===== src/bsal_regs.vh =====
`ifndef BSAL_REGS_VH
`define BSAL_REGS_VH

// Register byte offsets
`define BSAL_CHIP_CFG_OFS      8'h00
`define BSAL_PIN_CFG_OFS       8'h04
`define BSAL_BUS0_CTL_OFS      8'h08
`define BSAL_BOOT_STAT_OFS     8'h0C

// Strap positions on the address pins
`define BSAL_STRAP_ROLE        19
`define BSAL_STRAP_SELA        18
`define BSAL_STRAP_IPCI        16
`define BSAL_STRAP_SYS_HI      14
`define BSAL_STRAP_SYS_LO      13
`define BSAL_STRAP_ENDIAN      12
`define BSAL_STRAP_PCI_HI      11
`define BSAL_STRAP_PCI_LO      10
`define BSAL_STRAP_SELB        9
`define BSAL_STRAP_BOOT_HI     8
`define BSAL_STRAP_BOOT_LO     6

// Chip configuration register fields
`define BSAL_CC_ROLE_BIT       0
`define BSAL_CC_ENDIAN_BIT     1
`define BSAL_CC_IPCI_BIT       2
`define BSAL_CC_SYS_LSB        4
`define BSAL_CC_PCI_LSB        10
`define BSAL_CC_SWBIT          12

// Pin configuration register fields
`define BSAL_PC_SELA_BIT       0
`define BSAL_PC_SELB_BIT       1

// Channel 0 control register fields
`define BSAL_B0_EN_BIT         0
`define BSAL_B0_RATIO_LSB      1

// Boot status register fields
`define BSAL_BS_CODE_LSB       0
`define BSAL_BS_BUS_BIT        4
`define BSAL_BS_PCI_BIT        5
`define BSAL_BS_NAND_BIT       6
`define BSAL_BS_RSVD_BIT       7
`define BSAL_BS_DIV_LSB        8

// Reset values
`define BSAL_SWBIT_RST         1'b0
`define BSAL_SYS_FIELDS_RST    7'h00
`define BSAL_CG_FIELDS_RST     5'h00

// Boot source codes
`define BSAL_BOOT_PCI          3'h3
`define BSAL_BOOT_NAND         3'h2

`endif


===== src/bsal_strap_latch.v =====
`timescale 1ns/1ns
// Captures a group of strap levels on a one-cycle strobe and holds them.
module bsal_strap_latch #(
   parameter WIDTH = 4,
   parameter [WIDTH-1:0] RST_VAL = {WIDTH{1'b0}}
) (
   input  wire             clk,      // system clock
   input  wire             arstN,    // asynchronous clear, active low
   input  wire             syncClr,  // synchronous clear to RST_VAL
   input  wire             capture,  // one-cycle capture strobe
   input  wire [WIDTH-1:0] d,        // strap levels
   output reg  [WIDTH-1:0] q         // held field value
);

   always @(posedge clk or negedge arstN) begin
      if (!arstN) begin
         q <= RST_VAL;
      end else if (syncClr) begin
         q <= RST_VAL;
      end else if (capture) begin
         q <= d;
      end
   end

endmodule


===== src/bsal_boot_decode.v =====
`timescale 1ns/1ns
`include "bsal_regs.vh"
// Registered decode of the three boot source straps.
module bsal_boot_decode (
   input  wire       clk,          // system clock
   input  wire       rstN,         // asynchronous reset, active low
   input  wire [2:0] code,         // latched boot source code
   output reg        bootBus,      // channel 0 device boot
   output reg        bootPci,      // PCI boot
   output reg        bootNand,     // NAND boot
   output reg        bootRsvd,     // reserved code seen
   output reg  [2:0] bootDiv       // channel 0 divisor 1..4, else 0
);

   always @(posedge clk or negedge rstN) begin
      if (!rstN) begin
         bootBus  <= 1'b0;
         bootPci  <= 1'b0;
         bootNand <= 1'b0;
         bootRsvd <= 1'b0;
         bootDiv  <= 3'h0;
      end else begin
         bootBus  <= code[2];
         bootPci  <= (code == `BSAL_BOOT_PCI);
         bootNand <= (code == `BSAL_BOOT_NAND);
         bootRsvd <= (code[2:1] == 2'h0);
         // HHH..HLL give divide by 1..4
         if (code[2]) begin
            bootDiv <= 3'h4 - {1'b0, code[1:0]};
         end else begin
            bootDiv <= 3'h0;
         end
      end
   end

endmodule


===== src/bsal_top.v =====
`timescale 1ns/1ns
`include "bsal_regs.vh"
// Overview of operation
// - High strap stores one, low stores zero
// - Bit 19 at reset release: PCI role
// - Bit 18 at reset release: shared pins A
// - Bit 16 at clock reset release: internal PCI clock ratio
// - Bits 14:13 at clock reset release: system ratio
// - Bit 12 at reset release: byte order
// - Bits 11:10 at clock reset release: PCI ratio
// - Configuration bit 12 resets to zero
// - Bit 9 at reset release: shared pins B
// - Bits 8:6 at reset release: boot source
module bsal_top (
   input  wire        mclk,            // 25 MHz system clock
   input  wire        rst_b,           // system reset, active low
   input  wire        cgResetN,        // clock generator reset, active low
   input  wire [19:6] addrStrap,       // address pins read as straps
   input  wire        wb_cyc_i,        // Wishbone cycle
   input  wire        wb_stb_i,        // Wishbone strobe
   input  wire        wb_we_i,         // Wishbone write enable
   input  wire [7:0]  wb_adr_i,        // Wishbone byte address
   input  wire [3:0]  wb_sel_i,        // Wishbone byte selects
   input  wire [31:0] wb_dat_i,        // Wishbone write data
   output reg  [31:0] wb_dat_o,        // Wishbone read data
   output reg         wb_ack_o,        // Wishbone acknowledge
   output wire        pciRoleSelect,   // 1 host, 0 satellite
   output wire        sharedPinSelA,   // 1 check bits, 0 general I/O
   output wire        sharedPinSelB,   // 1 audio link, 0 general I/O
   output wire        bigEndian,       // 1 big, 0 little endian
   output wire        intPciClkRatio,  // 1 quarter, 0 half bus clock
   output wire [1:0]  sysClkRatio,     // 0..3 = divide 4,3,2,1
   output wire [1:0]  pciBusClkRatio,  // 0..3 = divide 8,9,10,11
   output wire        ch0BootEnable,   // boot from channel 0 device
   output wire [1:0]  ch0ClkRatio,     // channel 0 clock ratio code
   output wire        bootFromBus,     // decoded channel 0 boot
   output wire        bootFromPci,     // decoded PCI boot
   output wire        bootFromNand,    // decoded NAND boot
   output wire        bootReserved,    // reserved boot code strapped
   output wire [2:0]  ch0ClkDiv,       // channel 0 divisor 1..4, else 0
   output reg  [3:0]  sysClkDiv,       // system clock divisor 1..4
   output reg  [3:0]  pciBusClkDiv,    // PCI bus clock divisor 8..11
   output reg         cfgSwBit12,      // software bit of chip config
   output reg         sysCfgValid,     // system straps captured
   output reg         cgCfgValid       // clock straps captured
);

   // System reset fields: role, selA, endian, selB, boot code
   wire [6:0] sysStrapIn;
   wire [6:0] sysField;
   wire [2:0] bootCode;
   // Clock reset fields: internal PCI, system ratio, PCI ratio
   wire [4:0] cgStrapIn;
   wire [4:0] cgField;

   reg        sysArmed_reg;
   reg        cgPrev_reg;
   reg        cgSeen_reg;
   reg        swBit_reg;
   reg [31:0] rdData_next;
   wire       sysCapture;
   wire       cgCapture;
   wire       wbReq;
   wire       wbWrite;

   assign sysStrapIn = {addrStrap[`BSAL_STRAP_ROLE],
                        addrStrap[`BSAL_STRAP_SELA],
                        addrStrap[`BSAL_STRAP_ENDIAN],
                        addrStrap[`BSAL_STRAP_SELB],
                        addrStrap[`BSAL_STRAP_BOOT_HI:`BSAL_STRAP_BOOT_LO]};
   assign cgStrapIn  = {addrStrap[`BSAL_STRAP_IPCI],
                        addrStrap[`BSAL_STRAP_SYS_HI:`BSAL_STRAP_SYS_LO],
                        addrStrap[`BSAL_STRAP_PCI_HI:`BSAL_STRAP_PCI_LO]};

   // Async reset cannot sample pins, so the capture is the first edge
   // after rst_b releases.
   always @(posedge mclk or negedge rst_b) begin
      if (!rst_b) begin
         sysArmed_reg <= 1'b0;
      end else begin
         sysArmed_reg <= 1'b1;
      end
   end

   assign sysCapture = !sysArmed_reg;

   // Clock reset is a plain synchronous input; its rising edge captures.
   // These flops ignore rst_b so a system reset alone keeps them.
   always @(posedge mclk) begin
      cgPrev_reg <= cgResetN;
      if (!cgResetN) begin
         cgSeen_reg <= 1'b0;
      end else if (!cgPrev_reg) begin
         cgSeen_reg <= 1'b1;
      end
   end

   assign cgCapture = cgResetN && !cgPrev_reg;

   bsal_strap_latch #(
      .WIDTH   (7),
      .RST_VAL (`BSAL_SYS_FIELDS_RST)
   ) uSysLatch (
      .clk     (mclk),
      .arstN   (rst_b),
      .syncClr (1'b0),
      .capture (sysCapture),
      .d       (sysStrapIn),
      .q       (sysField)
   );

   bsal_strap_latch #(
      .WIDTH   (5),
      .RST_VAL (`BSAL_CG_FIELDS_RST)
   ) uCgLatch (
      .clk     (mclk),
      .arstN   (1'b1),
      .syncClr (!cgResetN),
      .capture (cgCapture),
      .d       (cgStrapIn),
      .q       (cgField)
   );

   assign pciRoleSelect  = sysField[6];
   assign sharedPinSelA  = sysField[5];
   assign bigEndian      = sysField[4];
   assign sharedPinSelB  = sysField[3];
   assign bootCode       = sysField[2:0];
   assign ch0BootEnable  = sysField[2];
   assign ch0ClkRatio    = sysField[1:0];
   assign intPciClkRatio = cgField[4];
   assign sysClkRatio    = cgField[3:2];
   assign pciBusClkRatio = cgField[1:0];

   bsal_boot_decode uBootDec (
      .clk      (mclk),
      .rstN     (rst_b),
      .code     (bootCode),
      .bootBus  (bootFromBus),
      .bootPci  (bootFromPci),
      .bootNand (bootFromNand),
      .bootRsvd (bootReserved),
      .bootDiv  (ch0ClkDiv)
   );

   // Numeric divisors; follow the clock reset domain
   always @(posedge mclk) begin
      if (!cgResetN) begin
         sysClkDiv    <= 4'h0;
         pciBusClkDiv <= 4'h0;
         cgCfgValid   <= 1'b0;
      end else begin
         sysClkDiv    <= 4'h4 - {2'h0, cgField[3:2]};
         pciBusClkDiv <= 4'h8 + {2'h0, cgField[1:0]};
         cgCfgValid   <= cgSeen_reg;
      end
   end

   // Wishbone classic slave: ack one edge after the request
   assign wbReq   = wb_cyc_i && wb_stb_i;
   assign wbWrite = wbReq && wb_we_i && wb_ack_o;

   always @* begin
      rdData_next = 32'h0000_0000;
      if (wb_adr_i == `BSAL_CHIP_CFG_OFS) begin
         rdData_next[`BSAL_CC_ROLE_BIT]   = pciRoleSelect;
         rdData_next[`BSAL_CC_ENDIAN_BIT] = bigEndian;
         rdData_next[`BSAL_CC_IPCI_BIT]   = intPciClkRatio;
         rdData_next[`BSAL_CC_SYS_LSB+1:`BSAL_CC_SYS_LSB] = sysClkRatio;
         rdData_next[`BSAL_CC_PCI_LSB+1:`BSAL_CC_PCI_LSB] = pciBusClkRatio;
         rdData_next[`BSAL_CC_SWBIT]      = swBit_reg;
      end else if (wb_adr_i == `BSAL_PIN_CFG_OFS) begin
         rdData_next[`BSAL_PC_SELA_BIT] = sharedPinSelA;
         rdData_next[`BSAL_PC_SELB_BIT] = sharedPinSelB;
      end else if (wb_adr_i == `BSAL_BUS0_CTL_OFS) begin
         rdData_next[`BSAL_B0_EN_BIT] = ch0BootEnable;
         rdData_next[`BSAL_B0_RATIO_LSB+1:`BSAL_B0_RATIO_LSB] = ch0ClkRatio;
      end else if (wb_adr_i == `BSAL_BOOT_STAT_OFS) begin
         rdData_next[`BSAL_BS_CODE_LSB+2:`BSAL_BS_CODE_LSB] = bootCode;
         rdData_next[`BSAL_BS_BUS_BIT]  = bootFromBus;
         rdData_next[`BSAL_BS_PCI_BIT]  = bootFromPci;
         rdData_next[`BSAL_BS_NAND_BIT] = bootFromNand;
         rdData_next[`BSAL_BS_RSVD_BIT] = bootReserved;
         rdData_next[`BSAL_BS_DIV_LSB+2:`BSAL_BS_DIV_LSB] = ch0ClkDiv;
      end
   end

   always @(posedge mclk or negedge rst_b) begin
      if (!rst_b) begin
         wb_ack_o    <= 1'b0;
         wb_dat_o    <= 32'h0000_0000;
         swBit_reg   <= `BSAL_SWBIT_RST;
         cfgSwBit12  <= `BSAL_SWBIT_RST;
         sysCfgValid <= 1'b0;
      end else begin
         wb_ack_o    <= wbReq && !wb_ack_o;
         sysCfgValid <= sysArmed_reg;
         if (wbReq && !wb_ack_o) begin
            wb_dat_o <= rdData_next;
         end
         // Strap fields are read only; only the spare bit takes writes
         if (wbWrite && (wb_adr_i == `BSAL_CHIP_CFG_OFS) && wb_sel_i[1]) begin
            swBit_reg  <= wb_dat_i[`BSAL_CC_SWBIT];
            cfgSwBit12 <= wb_dat_i[`BSAL_CC_SWBIT];
         end
      end
   end

endmodule


===== config.mk =====
export PLATFORM = sky130hd
export DESIGN_NAME = bsal_top
export DESIGN_NICKNAME = d
export VERILOG_FILES = /design/src/bsal_strap_latch.v /design/src/bsal_boot_decode.v /design/src/bsal_top.v
export VERILOG_INCLUDE_DIRS = /design/src
export SDC_FILE = /design/constraint.sdc
export NUM_CORES = 1
export LEC_CHECK = 0
export BUFFER_PORTS_ARGS = -buffer_cell sky130_fd_sc_hd__buf_2
export CAP_MARGIN = 20
export CORE_ASPECT_RATIO = 2
export CORE_MARGIN = 2
export CORE_UTILIZATION = 35
export DETAILED_ROUTE_END_ITERATION = 10
export GPL_ROUTABILITY_DRIVEN = 0
export MAX_ROUTING_LAYER = met4
export PLACE_DENSITY = 0.8
export SYNTH_ARGS = -nofsm -noshare
export SYNTH_HDL_FRONTEND = slang
export SYNTH_SLANG_ARGS = --single-unit

===== constraint.sdc =====
create_clock -name mclk -period 3.82 [get_ports mclk]
set_input_delay 0.573 -clock mclk [delete_from_list [all_inputs] [get_ports mclk]]
set_output_delay 0.573 -clock mclk [all_outputs]
set_load 0.1 [all_outputs]

==> qor.yml <==
cp-startpoint: "uSysLatch.q[2]"
r2r_slack_ps: 1940
nets: 289
cts_root_buf: "clkbuf_8"
fp.dieW_um: 55.4
end_kind: "output pin"
place_area_sq_mm: 0.00215
seq_area_sq_mm: 0.00103
die_y_um: 107
r2r-end: "wb_dat_o[4]"
setup_tns_ps: 0
crit_required_ps: 3250
grt_pass1_wl_um: 5560
cp_cell_sequence: "buf_2"
synth_fa_ha_area_share_pct: 2.71
dpl.hpwl_um: 2710
synth_xor_area_share_pct: 0
arrival_ps: 1310
syn_inst: 154
cts_tree: "yes"
vias_per_cell: 4.57
ys_warn_count: 0
post-route-util_pct: 43.8
worstMarginPinSlew_ps: 696
fin_skew_ps: 5.06
fin_ws_ps: 1940
final_cell_mix: "68 x buf_2, 30 x dfrtp_1, 23 x conb_1, 14 x dfxtp_1"
placementRows: 37
setup_viol: 0
syn_avg_cell_area_sq_um: 12.0
fillCellCount: 514
die_area_sq_mm: 0.00592
multiInputGateArea_sq_um: 676
max_freq_mhz: 531
synth_edf_count: 0
synthTopCellsByArea: "dfrtp_1 41%, dfxtp_1 15%, buf_4 8.9%, a22o_1 4.3%, mux2_2 4.3%"
top_regs: "wb_dat_o (12), uSysLatch.q (7), uCgLatch.q (5)"
powerDensity_mw_per_mm2: 531
synth-compound-area-share_pct: 7.24
hold_violations: 0
final_cells: 280
regMostFlops: "wb_dat_o"
slew_headroom_pct: 53.5
post_drt_wl_per_cell_um: 12.7
drive_gt1_share_pct: 39.2
start_kind: "flop"
hp-class: "input port to async pin"
clk_pin_slew_worst_paths_ps: 80
drt-initial-drc-count: 22
grt_max_degree: 31
netlist_area_sq_mm: 0.00185
crit_cells: 1
stdcell_area_sq_mm: 0.00225
total_power_mw: 1.19
clock_sinks: 44
cts_setup_buffers: 0
core_sq_mm: 0.00514
drv_cap: 0
cts_buffers: 5
ios: 127
crit_buf_inv: 1
drc: 0
slowest_delay_ps: 530
slowest_stage: "dfrtp_1"
grt_overflow: 0
min_period_over_period_pct: 49.3
htree_levels: 2
clk_latency_ps: 300
mostFrequentLayoutCell: "buf_2"
drt-pass1-iter-count: 4
yosysTopAreaCell: "dfrtp_1"
totalWireLength_um: 3540
path_max_fanout: 11
synth-async-reset-ratio_pct: 68.2
fin_crit_ps: 1880
power_leakage_nw: 1.19
groute.usage.overall_pct: 12.6
synth_ff_type: "dfrtp_1"
rsz0062_at_grt: "no"
yosys_register_bits: 44
clock_path_buffers: 2
antenna_found_initial: 0
initial_utilization_pct: 36.0
ir_drop_uv: 247
holdBufCountCts: 0
path_delay_family: "flip-flops"
place_ws_ps: 1730
whs_ps: 295
synth_simple_gate_area_share_pct: 12.0
first_global_vias: 1187
post_cts_resized: 0
reg2reg_depth: 4
vias: 1279
area_growth_pct: 21.7
reg2reg_from: "wb_ack_o"
ant_nets: 0
worstSetupEndpoint: "ch0BootEnable"
synthMuxAreaShare_pct: 9.88
maxSlewViolCount: 0
numPortBuffers: 68
synth_cell_types: 33
synth_top_area_share_pct: 40.6
antenna_cells: 0
yosysSeqAreaShare_pct: 55.8
status: "completed"
place_inst: 272
synth_top_family_by_area: "simple AND/OR/NAND/NOR gates"
largest_reg_flops: 12
critical_path_class: "flop to output pin"
## metal layers
layer  vias up  wire (um)  GRT usage (%)
met2        62       1920           21.9
met1       605       1320           13.0
met5         -          0              -
li1        606          -              -
met3         6        216           2.29
met4         0         82           7.84
## cell type report
| type | count | area share (%) |
|---|---|---|
| Multi-Input combinational cell | 95 | 30.0 |
| Timing Repair Buffer | 68 | 15.1 |
| Clock inverter | 2 | 0.500 |
| Inverter | 7 | 1.17 |
| Clock buffer | 6 | 4.17 |
| Tap cell | 58 | 3.22 |
| Sequential cell | 44 | 45.8 |
## logic make-up (layout without fill, tap and decap cells)
| kind of cell | Yosys count | in the layout |
|---|---|---|
| AND/OR/NAND/NOR | 34 | 34 |
| adder cells (fa/ha/maj) | 4 | 4 |
| buffers and inverters | 36 | 83 |
| other | 2 | 23 |
| flip-flops | 44 | 44 |
| AO/OA/AOI/OAI | 18 | 18 |
| multiplexers | 16 | 16 |
## how the worst min path moves through the flow
stage,cells past startpoint,endpoint
floorplan,0,swBit_reg
global placement,1,cgCfgValid
detailed placement,1,cgCfgValid
CTS,1,uSysLatch.q[2]
global route,1,wb_dat_o[7]
finish,1,wb_dat_o[7]
## synthesized netlist by cell type (all sizes together) (2+ instances only)
master and count:
buf 25, dfxtp 14, mux2i 7, nor3 2, nand3 2, clkbuf 4, inv 7, nor2b 7
mux2 8, conb 2, nor2 4, a22oi 3, or4 2, and2 10, nor4 2, a22o 9
nand2 2, dfrtp 30, o21ai 4, ha 4
## report_power, final
group / switching [mW] / internal (mW)
combinational: 0.307 / 0.0493
clock: 0.160 / 0.168
sequential: 0.0220 / 0.488
(Power assumes the default switching activity.)
